==> src/teg_defs.svh <==
// Offsets, field positions and reset values of the timer event gating block
`ifndef TEG_DEFS_SVH
`define TEG_DEFS_SVH

// Register byte offsets
`define TEG_OFS_REQ_EN   12'h000
`define TEG_OFS_STATUS   12'h004
`define TEG_OFS_SW_EVENT 12'h008
`define TEG_OFS_CTRL     12'h00c

// request_enable fields
`define TEG_BIT_OVF_IRQ  0
`define TEG_BIT_CH1_IRQ  1
`define TEG_BIT_TRG_IRQ  6
`define TEG_BIT_OVF_DMA  8
`define TEG_BIT_CH1_DMA  9
`define TEG_BIT_TRG_DMA  14

// event_status fields
`define TEG_BIT_OVF_FLAG 0
`define TEG_BIT_CH1_FLAG 1
`define TEG_BIT_TRG_FLAG 6
`define TEG_BIT_CH1_RCAP 9

// software_event_reg fields
`define TEG_BIT_SW_OVF   0

// control_reg_1 fields
`define TEG_BIT_OVF_CTRL 0
`define TEG_BIT_OVF_SRC  1
`define TEG_BIT_TRG_FALL 2
`define TEG_BIT_SMODE    4
`define TEG_BIT_CH1_DIR  8

// Implemented bit masks
`define TEG_MASK_REQ_EN  16'h5f5f
`define TEG_MASK_STATUS  16'h1e5f
`define TEG_MASK_CTRL    16'h0f77

// Reset values
`define TEG_RST_REQ_EN   16'h0000
`define TEG_RST_STATUS   16'h0000
`define TEG_RST_CTRL     16'h0000

`endif

==> src/teg_pkg.sv <==
// Types shared by the timer event gating block
package teg_pkg;

  // One 16-bit register image
  typedef logic [15:0] teg_reg_t;

  // Subordinate mode codes
  typedef enum logic [2:0] {
    TEG_SM_OFF     = 3'h0,
    TEG_SM_ENC_A   = 3'h1,
    TEG_SM_ENC_B   = 3'h2,
    TEG_SM_ENC_C   = 3'h3,
    TEG_SM_RESET   = 3'h4,
    TEG_SM_SUSPEND = 3'h5,
    TEG_SM_TRIGGER = 3'h6,
    TEG_SM_EXTCLK  = 3'h7
  } teg_smode_e;

endpackage

==> src/teg_top.sv <==
// Event flags, interrupt and DMA request gating of a 16-bit timer, APB slave
//
// Notes on behaviour
// - Trigger DMA request only while enable bit 14 is one.
// - Channel 1-4 DMA request enables at bits 9-12 gate channel requests.
// - Overflow DMA request only while enable bit 8 is one.
// - Trigger interrupt request only while enable bit 6 is one.
// - Channel 1-4 interrupt enables at bits 1-4 gate channel interrupts.
// - Overflow interrupt request only while enable bit 0 is one.
// - Channel 1 recapture flag sets on capture while its event flag is set.
// - Channels 2-4 recapture flags at bits 10-12 behave likewise.
// - Trigger flag at bit 6 sets on trigger, cleared by writing zero.
// - Trigger is the active edge, or either edge in suspend mode.
// - Input channel flag sets on capture; cleared by zero write or data read.
// - Output channel flag sets on compare; only a zero write clears it.
// - Channel 2-4 flags at bits 2-4 behave like channel 1.
// - Overflow flag at bit 0 sets on overflow, cleared by writing zero.
// - With both overflow controls zero, software request makes overflow event.
// - With both controls zero, trigger counter reinit makes overflow event.
// - In suspend mode 101 the counter counts only while trigger is high.
// - Writing one to software event bit 0 requests an overflow event.
`timescale 1ns/1ps

`include "teg_defs.svh"

module teg_top (
  // Clock and reset
  input  wire logic        clk_i,
  input  wire logic        srst_i,
  // APB slave
  input  wire logic        psel_i,
  input  wire logic        penable_i,
  input  wire logic        pwrite_i,
  input  wire logic [11:0] paddr_i,
  input  wire logic [31:0] pwdata_i,
  input  wire logic [3:0]  pstrb_i,
  output logic      [31:0] prdata_o,
  output logic             pready_o,
  output logic             pslverr_o,
  // Events from the timer core
  input  wire logic        trigger_input_i,
  input  wire logic        ovf_evt_i,
  input  wire logic [3:0]  capture_i,
  input  wire logic [3:0]  compare_i,
  input  wire logic [3:0]  ch_data_rd_i,
  // Requests and counter controls
  output logic             irq_o,
  output logic             dma_ovf_o,
  output logic      [3:0]  dma_ch_o,
  output logic             dma_trg_o,
  output logic             count_en_o,
  output logic             counter_reinit_o
);

  localparam int NUM_CH = 4;

  teg_pkg::teg_reg_t  req_en_q;
  teg_pkg::teg_reg_t  status_q;
  teg_pkg::teg_reg_t  status_d;
  teg_pkg::teg_reg_t  ctrl_q;
  teg_pkg::teg_reg_t  rdata;
  teg_pkg::teg_reg_t  lane_m;
  teg_pkg::teg_reg_t  wdata;
  teg_pkg::teg_reg_t  set_v;
  teg_pkg::teg_reg_t  clr_v;
  teg_pkg::teg_smode_e smode;
  logic               pready_q;
  logic               pslverr_q;
  logic [31:0]        prdata_q;
  logic               setup;
  logic               commit;
  logic               hit_req_en;
  logic               hit_status;
  logic               hit_sw;
  logic               hit_ctrl;
  logic               hit_any;
  logic               ovf_ctrl;
  logic               ovf_src;
  logic               trg_fall;
  logic               suspend;
  logic [NUM_CH-1:0]  ch_input;
  logic [NUM_CH-1:0]  ch_set;
  logic [NUM_CH-1:0]  recap_set;
  logic [NUM_CH-1:0]  rd_clr;
  logic               trg_evt;
  logic               reinit;
  logic               sw_ovf;
  logic               ovf_gate;
  logic               ovf_set;
  logic               irq_q;
  logic               dma_ovf_q;
  logic [NUM_CH-1:0]  dma_ch_q;
  logic               dma_trg_q;
  logic               count_en_q;
  logic               reinit_q;

  // APB decode; access phase never takes a wait cycle
  assign setup      = psel_i & ~penable_i;
  assign commit     = psel_i & penable_i & pready_q & pwrite_i;
  assign hit_req_en = (paddr_i == `TEG_OFS_REQ_EN);
  assign hit_status = (paddr_i == `TEG_OFS_STATUS);
  assign hit_sw     = (paddr_i == `TEG_OFS_SW_EVENT);
  assign hit_ctrl   = (paddr_i == `TEG_OFS_CTRL);
  assign hit_any    = hit_req_en | hit_status | hit_sw | hit_ctrl;
  assign lane_m     = {{8{pstrb_i[1]}}, {8{pstrb_i[0]}}};
  assign wdata      = pwdata_i[15:0];

  // Read mux, reserved bits read zero
  always_comb begin
    rdata = 16'h0000;
    case (paddr_i)
      `TEG_OFS_REQ_EN: rdata = req_en_q;
      `TEG_OFS_STATUS: rdata = status_q;
      `TEG_OFS_CTRL:   rdata = ctrl_q;
      default:         rdata = 16'h0000;
    endcase
  end

  // APB answer registers
  always_ff @(posedge clk_i) begin
    if (srst_i) begin
      pready_q  <= 1'b0;
      pslverr_q <= 1'b0;
      prdata_q  <= 32'h0000_0000;
    end else begin
      pready_q  <= setup;
      pslverr_q <= setup & ~hit_any;
      if (setup) begin
        prdata_q <= {16'h0000, rdata};
      end
    end
  end

  // Request enable register
  always_ff @(posedge clk_i) begin
    if (srst_i) begin
      req_en_q <= `TEG_RST_REQ_EN;
    end else if (commit && hit_req_en) begin
      req_en_q <= ((req_en_q & ~lane_m) | (wdata & lane_m)) & `TEG_MASK_REQ_EN;
    end
  end

  // Control register
  always_ff @(posedge clk_i) begin
    if (srst_i) begin
      ctrl_q <= `TEG_RST_CTRL;
    end else if (commit && hit_ctrl) begin
      ctrl_q <= ((ctrl_q & ~lane_m) | (wdata & lane_m)) & `TEG_MASK_CTRL;
    end
  end

  // Control fields
  assign ovf_ctrl = ctrl_q[`TEG_BIT_OVF_CTRL];
  assign ovf_src  = ctrl_q[`TEG_BIT_OVF_SRC];
  assign trg_fall = ctrl_q[`TEG_BIT_TRG_FALL];
  assign smode    = teg_pkg::teg_smode_e'(ctrl_q[`TEG_BIT_SMODE +: 3]);
  assign ch_input = ctrl_q[`TEG_BIT_CH1_DIR +: NUM_CH];
  assign suspend  = (smode == teg_pkg::TEG_SM_SUSPEND);

  // Trigger event detection
  teg_edge u_edge (
    .clk_i      (clk_i),
    .srst_i     (srst_i),
    .level_i    (trigger_input_i),
    .falling_i  (trg_fall),
    .any_edge_i (suspend),
    .edge_o     (trg_evt)
  );

  // Overflow event sources
  assign reinit   = trg_evt & (smode == teg_pkg::TEG_SM_RESET);
  assign sw_ovf   = commit & hit_sw & lane_m[`TEG_BIT_SW_OVF] & wdata[`TEG_BIT_SW_OVF];
  assign ovf_gate = ~ovf_ctrl & ~ovf_src;
  assign ovf_set  = ovf_evt_i | (ovf_gate & (sw_ovf | reinit));

  // Per-channel set, recapture and read-clear terms
  for (genvar i = 0; i < NUM_CH; i++) begin : g_ch
    assign ch_set[i]    = ch_input[i] ? capture_i[i] : compare_i[i];
    assign recap_set[i] = ch_input[i] & capture_i[i] & status_q[`TEG_BIT_CH1_FLAG + i];
    assign rd_clr[i]    = ch_input[i] & ch_data_rd_i[i];

    chk_recap_set : assert property (@(posedge clk_i) disable iff (srst_i)
      ch_input[i] && capture_i[i] && status_q[`TEG_BIT_CH1_FLAG + i]
      |=> status_q[`TEG_BIT_CH1_RCAP + i])
      else $error("recapture flag not set");

    chk_out_rd_keep : assert property (@(posedge clk_i) disable iff (srst_i)
      !ch_input[i] && ch_data_rd_i[i] && status_q[`TEG_BIT_CH1_FLAG + i] && !commit
      |=> status_q[`TEG_BIT_CH1_FLAG + i])
      else $error("output channel flag cleared by data read");

    chk_in_rd_clear : assert property (@(posedge clk_i) disable iff (srst_i)
      ch_input[i] && ch_data_rd_i[i] && !capture_i[i]
      |=> !status_q[`TEG_BIT_CH1_FLAG + i])
      else $error("input channel flag not cleared by data read");
  end

  // Flag update; a set in the clearing cycle wins
  always_comb begin
    set_v = 16'h0000;
    set_v[`TEG_BIT_OVF_FLAG] = ovf_set;
    set_v[`TEG_BIT_TRG_FLAG] = trg_evt;
    set_v[`TEG_BIT_CH1_FLAG +: NUM_CH] = ch_set;
    set_v[`TEG_BIT_CH1_RCAP +: NUM_CH] = recap_set;
    clr_v = 16'h0000;
    if (commit && hit_status) begin
      clr_v = lane_m & ~wdata;
    end
    clr_v[`TEG_BIT_CH1_FLAG +: NUM_CH] = clr_v[`TEG_BIT_CH1_FLAG +: NUM_CH] | rd_clr;
    status_d = ((status_q & ~clr_v) | set_v) & `TEG_MASK_STATUS;
  end

  // Event status register
  always_ff @(posedge clk_i) begin
    if (srst_i) begin
      status_q <= `TEG_RST_STATUS;
    end else begin
      status_q <= status_d;
    end
  end

  // Interrupt level from flags and their enables
  always_ff @(posedge clk_i) begin
    if (srst_i) begin
      irq_q <= 1'b0;
    end else begin
      irq_q <= |(status_d[`TEG_BIT_TRG_FLAG:0] & req_en_q[`TEG_BIT_TRG_IRQ:0]);
    end
  end

  // DMA request pulses
  always_ff @(posedge clk_i) begin
    if (srst_i) begin
      dma_ovf_q <= 1'b0;
      dma_ch_q  <= 4'h0;
      dma_trg_q <= 1'b0;
    end else begin
      dma_ovf_q <= ovf_set & req_en_q[`TEG_BIT_OVF_DMA];
      dma_ch_q  <= ch_set & req_en_q[`TEG_BIT_CH1_DMA +: NUM_CH];
      dma_trg_q <= trg_evt & req_en_q[`TEG_BIT_TRG_DMA];
    end
  end

  // Counter controls
  always_ff @(posedge clk_i) begin
    if (srst_i) begin
      count_en_q <= 1'b1;
      reinit_q   <= 1'b0;
    end else begin
      count_en_q <= suspend ? trigger_input_i : 1'b1;
      reinit_q   <= reinit;
    end
  end

  // Outputs
  assign prdata_o         = prdata_q;
  assign pready_o         = pready_q;
  assign pslverr_o        = pslverr_q;
  assign irq_o            = irq_q;
  assign dma_ovf_o        = dma_ovf_q;
  assign dma_ch_o         = dma_ch_q;
  assign dma_trg_o        = dma_trg_q;
  assign count_en_o       = count_en_q;
  assign counter_reinit_o = reinit_q;

  // Checks on the request gating, event flags and counter enable
  chk_trg_dma_gate : assert property (@(posedge clk_i) disable iff (srst_i)
    dma_trg_o == ($past(trg_evt) && $past(req_en_q[`TEG_BIT_TRG_DMA])))
    else $error("trigger DMA request not gated by its enable");

  chk_ch_dma_gate : assert property (@(posedge clk_i) disable iff (srst_i)
    dma_ch_o == ($past(ch_set) & $past(req_en_q[`TEG_BIT_CH1_DMA +: NUM_CH])))
    else $error("channel DMA request not gated by its enable");

  chk_ovf_dma_gate : assert property (@(posedge clk_i) disable iff (srst_i)
    $rose(dma_ovf_o) |-> $past(req_en_q[`TEG_BIT_OVF_DMA]) && $past(ovf_set))
    else $error("overflow DMA request without enable");

  chk_irq_off : assert property (@(posedge clk_i) disable iff (srst_i)
    (req_en_q[`TEG_BIT_TRG_IRQ:0] == 7'h00) [*2] |-> !irq_o)
    else $error("interrupt while all interrupt enables are zero");

  chk_irq_level : assert property (@(posedge clk_i) disable iff (srst_i)
    $stable(req_en_q) |->
      (irq_o == |(status_q[`TEG_BIT_TRG_FLAG:0] & req_en_q[`TEG_BIT_TRG_IRQ:0])))
    else $error("interrupt level does not match flags and enables");

  chk_trg_flag : assert property (@(posedge clk_i) disable iff (srst_i)
    suspend && $changed(trigger_input_i) |=> status_q[`TEG_BIT_TRG_FLAG])
    else $error("suspend mode edge did not set trigger flag");

  chk_ovf_flag : assert property (@(posedge clk_i) disable iff (srst_i)
    ovf_evt_i |=> status_q[`TEG_BIT_OVF_FLAG])
    else $error("overflow event did not set flag");

  chk_sw_ovf : assert property (@(posedge clk_i) disable iff (srst_i)
    sw_ovf && ovf_gate |=> status_q[`TEG_BIT_OVF_FLAG])
    else $error("software overflow request lost");

  chk_sw_ovf_block : assert property (@(posedge clk_i) disable iff (srst_i)
    sw_ovf && !ovf_gate && !ovf_evt_i && !status_q[`TEG_BIT_OVF_FLAG]
    |=> !status_q[`TEG_BIT_OVF_FLAG])
    else $error("software overflow request not blocked by controls");

  chk_reinit_ovf : assert property (@(posedge clk_i) disable iff (srst_i)
    reinit && ovf_gate |=> status_q[`TEG_BIT_OVF_FLAG] && counter_reinit_o)
    else $error("trigger reinit did not raise overflow");

  chk_write_one : assert property (@(posedge clk_i) disable iff (srst_i)
    commit && hit_status && lane_m[0] && wdata[0] && status_q[`TEG_BIT_OVF_FLAG]
    |=> status_q[`TEG_BIT_OVF_FLAG])
    else $error("writing one cleared a flag");

  chk_suspend_hold : assert property (@(posedge clk_i) disable iff (srst_i)
    suspend && !trigger_input_i |=> !count_en_o)
    else $error("counter enabled in suspend mode with trigger low");

endmodule

==> src/teg_edge.sv <==
// Trigger edge detector with selectable polarity and either-edge mode
`timescale 1ns/1ps

module teg_edge (
  // Clock and reset
  input  wire logic clk_i,
  input  wire logic srst_i,
  // Level and edge selection
  input  wire logic level_i,
  input  wire logic falling_i,
  input  wire logic any_edge_i,
  // One-cycle edge pulse
  output logic      edge_o
);

  logic level_q;
  logic rise;
  logic fall;

  // Previous level of the trigger; reset loads the live level so no false edge follows
  always_ff @(posedge clk_i) begin
    if (srst_i) begin
      level_q <= level_i;
    end else begin
      level_q <= level_i;
    end
  end

  // Edge selection
  assign rise   = level_i & ~level_q;
  assign fall   = ~level_i & level_q;
  assign edge_o = any_edge_i ? (rise | fall) : (falling_i ? fall : rise);

endmodule

==> config.mk <==
export PLATFORM = sky130hd
export DESIGN_NAME = teg_top
export DESIGN_NICKNAME = d
export VERILOG_FILES = /design/src/teg_pkg.sv /design/src/teg_top.sv /design/src/teg_edge.sv
export VERILOG_INCLUDE_DIRS = /design/src
export SDC_FILE = /design/constraint.sdc
export NUM_CORES = 1
export LEC_CHECK = 0
export BUFFER_PORTS_ARGS = -buffer_cell sky130_fd_sc_hd__clkbuf_2
export CORE_MARGIN = 2
export CORE_UTILIZATION = 40
export DETAILED_ROUTE_END_ITERATION = 6
export HOLD_SLACK_MARGIN = 0.15
export PLACE_DENSITY = 0.71
export SYNTH_ARGS = -nofsm -noshare
export SYNTH_HDL_FRONTEND = slang
export SYNTH_SLANG_ARGS = --single-unit
==> constraint.sdc <==
create_clock -name clk_i -period 3.6 [get_ports clk_i]
set_clock_uncertainty 0.2 [all_clocks]
set_input_delay 0.36 -clock clk_i [delete_from_list [all_inputs] [get_ports clk_i]]
set_output_delay 0.36 -clock clk_i [all_outputs]
set_load 0.005 [all_outputs]
## After elaboration in Yosys (flattened, before gate mapping)

Index checks and enable logic that the tools add are counted.

| word-level totals | value |
|---|---|
| register bits after elaboration | 60 |
| output and inout port bits | 43 |

| cells by class | value |
|---|---|
| equal/unequal tests | 5 |
| mux-type cells | 8 |
| bitwise logic cells | 54 |
| reduce and logical (&&, ||, !) cells | 6 |

Operators by type and width:

| cell | number |
|---|---|
| $pmux W15 S3 | 1 |
| $and A15 B15 Y15 | 2 |
| $and A1 B1 Y1 | 27 |
| $and A13 B13 Y13 | 2 |
| $not A13 Y13 | 2 |
| $eq A12 B4 Y1 const B | 2 |
| $not A15 Y15 | 1 |
| $or A15 B15 Y15 | 1 |
| $mux W13 | 1 |
| $or A13 B13 Y13 | 1 |
| $and A12 B12 Y12 | 1 |
| $eq A12 B3 Y1 const B | 1 |
| $logic_not A12 Y1 | 1 |
| $or A12 B12 Y12 | 1 |
| $and A7 B7 Y7 | 1 |
| $not A1 Y1 | 7 |
| $reduce_or A7 Y1 | 1 |
| $eq A3 B3 Y1 const B | 2 |
| $mux W1 | 6 |
| $or A1 B1 Y1 | 6 |
| $and A4 B4 Y4 | 1 |
| $or A4 B4 Y4 | 1 |
| $logic_and A1 B1 Y1 | 3 |
| $reduce_or A2 Y1 | 1 |

## Longest topological paths before layout

| depth | value |
|---|---|
| depth in word-level cells | 12 |
| gate-level depth with buffers | 7 |
| mapped depth without buffers | 7 |

## By module

Synthesis repeated with hierarchy kept, for this count alone.

| unflattened totals | value |
|---|---|
| cell total of the unflattened synthesis | 295 |
| area, all modules | 2757.6 um^2 |

Modules (own cells, without submodules):

| module | instances | cells an instance | area each (um^2) |
|---|---|---|---|
| teg_top | 1 | 288 | 2685.1 |
| teg_edge | 1 | 7 | 72.6 |

## Worst setup path after synthesis

No wires, ideal clock.

| timing | value |
|---|---|
| kind | input to register |
| start | input port paddr_i[1] |
| end | register (tool-made name) |
| setup time | 0.128 ns |
| arrival time | 1.653 ns |
| required time | 3.272 ns |
| slack | 1.619 ns |
| cell stages on the path | 7 |
| path through | nor4_2 nand4_1 buf_6 buf_6 nor3_4 mux2i_1 nor2_1 |

RTL lines:

| what | RTL line | text |
|---|---|---|
| from (decl) | teg_top.sv:34 | `input wire logic [11:0] paddr_i,` |

## Final worst setup path

| timing | value |
|---|---|
| start | input port capture_i[2] |
| end | register irq_q (netlist: irq_o) |

| between the ends | value |
|---|---|
| word-level cells in the longest chain between the ends | 4 |

RTL lines:

| what | RTL line | text |
|---|---|---|
| from (decl) | teg_top.sv:43 | `input wire logic [3:0] capture_i,` |
| $mux W1 | teg_top.sv:178 | `assign ch_set[i] = ch_input[i] ? capture_i[i] : compare_i[i];` |
| $or A13 B13 Y13 | teg_top.sv:210 | `` status_d = ((status_q & ~clr_v) \| set_v) & `TEG_MASK_STATUS; `` |
| $and A7 B7 Y7 | teg_top.sv:227 | `` irq_q <= \|(status_d[`TEG_BIT_TRG_FLAG:0] & req_en_q[`TEG_BIT_TRG_IRQ:0]); `` |
| $reduce_or A7 Y1 | teg_top.sv:227 |  |
| to (signal assigned) | teg_top.sv:227 |  |
| to (decl) | teg_top.sv:90 | `logic irq_q;` |

Every way passes these cells.
A chain may end at the register's enable or synchronous reset.

==> impl_metrics.py <==
metrics = {
    "status": {
        "outcome": "finished clean",
    },
    "power": {
        "share_of_total_power_in_the_clock_network": 0.391,
        "power.net_switching_w": 0.000297,
        "power_report.internal_total_w": 0.000944,
        "part_of_the_power_in_registers": 0.519,
        "p_total_w": 0.00124,
        "ir_drop_worst_case_vdd_v": 0.000191,
        "pwr_density_cell_mw_per_mm2": 368,
        "netSwitchingFraction": 0.239,
        "power.static_leakage_nw": 1.37,
        "share_comb_of_total_power": 0.091,
    },
    "sta": {
        "worst_pin_slew_ps": 1040,
        "slew_viols_final": 0,
        "rsz_0062_raised_after_global_routing": "false",
        "fin_crit_ps": 2280,
        "min_period_over_period": 0.635,
        "fin_hold_ws_ps": 211,
        "fmax_mhz": 438,
        "maxSlewHeadroom": 0.310,
        "setup_violators_final": 0,
        "finalHoldViolCount": 0,
        "sum_neg_setup_slack_ps": 0,
    },
    "grt": {
        "grt_first_pass_wirelength_mm": 11.0,
        "grt_util_all_layers": 0.193,
        "grt_antenna_before_repair": 0,
        "first_global_vias": 2310,
        "grt_max_degree": 52,
        "overflow": 0,
    },
    "layout": {
        "most_used_cells_in_the_layout_excluding_fill_and_tap_cells": "69 x sky130_fd_sc_hd__clkbuf_2, 57 x sky130_fd_sc_hd__dfxtp_1, 40 x sky130_fd_sc_hd__nor2_1",
        "final_common_cell": "sky130_fd_sc_hd__clkbuf_2",
        "area.sequential_sq_mm": 0.00114,
        "multiInputGateArea_sq_mm": 0.00139,
        "fillCellCount": 613,
        "drive_gt1_frac": 0.260,
        "finish.cell_count_without_fillers": 450,
        "design.final.nets": 440,
        "antenna_cells": 0,
        "areaGrowthSynthToFinish_pct": 24.3,
    },
    "critical_path": {
        "crit_required_ps": 3610,
        "path_max_fanout": 3,
        "crit_buf_inv": 2,
        "cpMaxStageDelayCell": "sky130_fd_sc_hd__dlygate4sd3_1",
        "slowest_delay_ps": 530,
        "r2r_start": "pready_o$_SDFF_PP0_",
        "crit_family": "compound AO/OA/AOI/OAI gates",
        "endpoint_kind": "register",
        "critical_path_arrival_ps": 2300,
        "criticalPathCategory": "in -> reg",
        "timing.critical_path.from_type": "primary input",
        "setup.worst_path.start": "capture_i[2]",
        "crit_path_cell_trace": "dlygate4sd3_1 -> clkbuf_2 -> mux2i_1 -> nand3b_1 -> o311ai_0 -> a41oi_1 -> a221o_1",
        "reg2reg_slack_ps": 1380,
    },
    "clocking": {
        "clockBufferDepth": 2,
        "clock_sinks": 57,
        "clock_insertion_delay_worst_skew_ps": 330,
        "cts.clk_slew.worst_paths_ps": 60,
        "cts_root_buffer": "sky130_fd_sc_hd__clkbuf_8",
        "cts_tree": "yes",
        "cts_inserted_buffers": 9,
        "cts_htree_levels": 3,
    },
    "drt": {
        "wire_length_reported_by_the_detailed_router_mm": 6.85,
        "first_pass_drt_iterations": 4,
        "first_iter_violations": 122,
        "avgViaCountPerCell": 5.20,
        "route.detailed.wl_per_inst_um": 15.2,
        "postRouteAntennaNets": 0,
        "route.vias.total": 2338,
        "drcViolationCount": 0,
    },
    "placed_design": {
        "placedCellCount": 417,
        "io_buffer_count": 69,
        "place_hpwl_mm": 4.88,
        "gp_routability_congestion": 0.824,
    },
    "hold_path": {
        "hold_path_class": "in -> reg",
        "worstHoldStart": "compare_i[0]",
    },
    "floorplanning": {
        "core_area_sq_mm": 0.00646,
        "die-height_um": 86.3,
        "dieArea_sq_mm": 0.00745,
        "pin_count": 110,
        "effective_utilization_at_floorplan": 0.420,
        "row_count": 29,
        "die_x_um": 86.3,
    },
    "yosys": {
        "post_synth_instance_area_sq_mm": 0.00271,
        "share_of_the_yosys_chip_area_belonging_to_registers": 0.421,
        "postSynthCellCount": 284,
        "yosysWarnings": 0,
        "synthTopCellsByArea": "sky130_fd_sc_hd__dfxtp_1 42%, sky130_fd_sc_hd__mux2i_1 11%, sky130_fd_sc_hd__nor2_1 5.5%",
        "synth_top_area_share": 0.421,
        "synth.avg_cell_area_sq_um": 9.54,
        "synth-seq-cells": 57,
        "ys_types": 42,
        "synth_largest_area_cell": "sky130_fd_sc_hd__dfxtp_1",
    },
    "flow_run": {
        "drv_cap": 0,
    },
}
[cell usage after synthesis (all sizes together)]
cell    number
mux2i       29
dfxtp       57
nand3        6
and2         1
o311ai       4
or3          1
o21ai        5
inv          9
nand4        2
a221o        1
and4         2
ha           2
and3         1
o311a        4
or4          1
a31oi        5
o41ai        2
nor4         7
a21oi       12
mux2         9
nand2b       7
a22o         8
a41oi        1
buf         24
nand2        7
nor3b        6
nor2        40
nor2b        1
a22oi        8
nor3         9
clkbuf       8
conb         1
nand3b       4
[metrics by stage]
step            util  setup slack (ps)  instance area, sq um
6_report       0.522              1320                  3370
5_1_grt        0.522              1190                  3370
2_1_floorplan      -              1620                  2780
4_1_cts        0.522              1360                  3370
3_5_place_dp   0.467              1080                  3020
3_3_place_gp   0.467              1110                  3020
[final timing paths]
check,cells after the start,end
setup / recovery,7,irq_o$_SDFF_PP0_
setup reg to reg,5,irq_o$_SDFF_PP0_
hold reg to reg,2,prdata_o[12]$_SDFFE_PP0P_
hold / removal,3,dma_ch_o[0]$_SDFF_PP0_
[cell type report]
cell class,count,share of cell area
Clock inverter,1,0.00149
Clock buffer,12,0.0431
Tap cell,77,0.0286
Multi-Input combinational cell,204,0.414
Sequential cell,57,0.339
Timing Repair Buffer,90,0.164
Inverter,9,0.0100
[power by group through the flow]
stage | registers [W] | logic, W | clock network, W
floorplan | 0.000655 | 0.0000674 | 0
global route | 0.000643 | 0.000125 | 0.000523
finish | 0.000643 | 0.000112 | 0.000485
CTS | 0.000643 | 0.000112 | 0.000497
detailed placement | 0.000657 | 0.0000952 | 0
global placement | 0.000656 | 0.0000929 | 0
[kinds of logic after synthesis]
logic type	synth area share
compound gates	0.135
fa+ha+maj	0.00923
other cells	0.00138
flops	0.421
buf+inv	0.0896
simple gates	0.199
mux	0.145
[per-layer routing]
layer / track usage / routed length, um
met1: 0.233 / 2940
met2: 0.322 / 3400
met3: 0.0524 / 438
met4: 0.0866 / 74
met5: 0 / 0
[worst register-to-register path: cells and delay by family (launching register included)]
| family | cells | cell delay, ps |
|---|---|---|
| AO/OA/AOI/OAI | 3 | 1030 |
| flip-flops | 1 | 320 |
| AND/OR/NAND/NOR | 2 | 560 |
[what timing repair did]
item                      in CTS  in global routing
gates resized for setup        0                  0
hold buffers                  20                  0
setup buffers                  0                  0
hold endpoints to repair      29                  0
(Power assumes the default switching activity.)
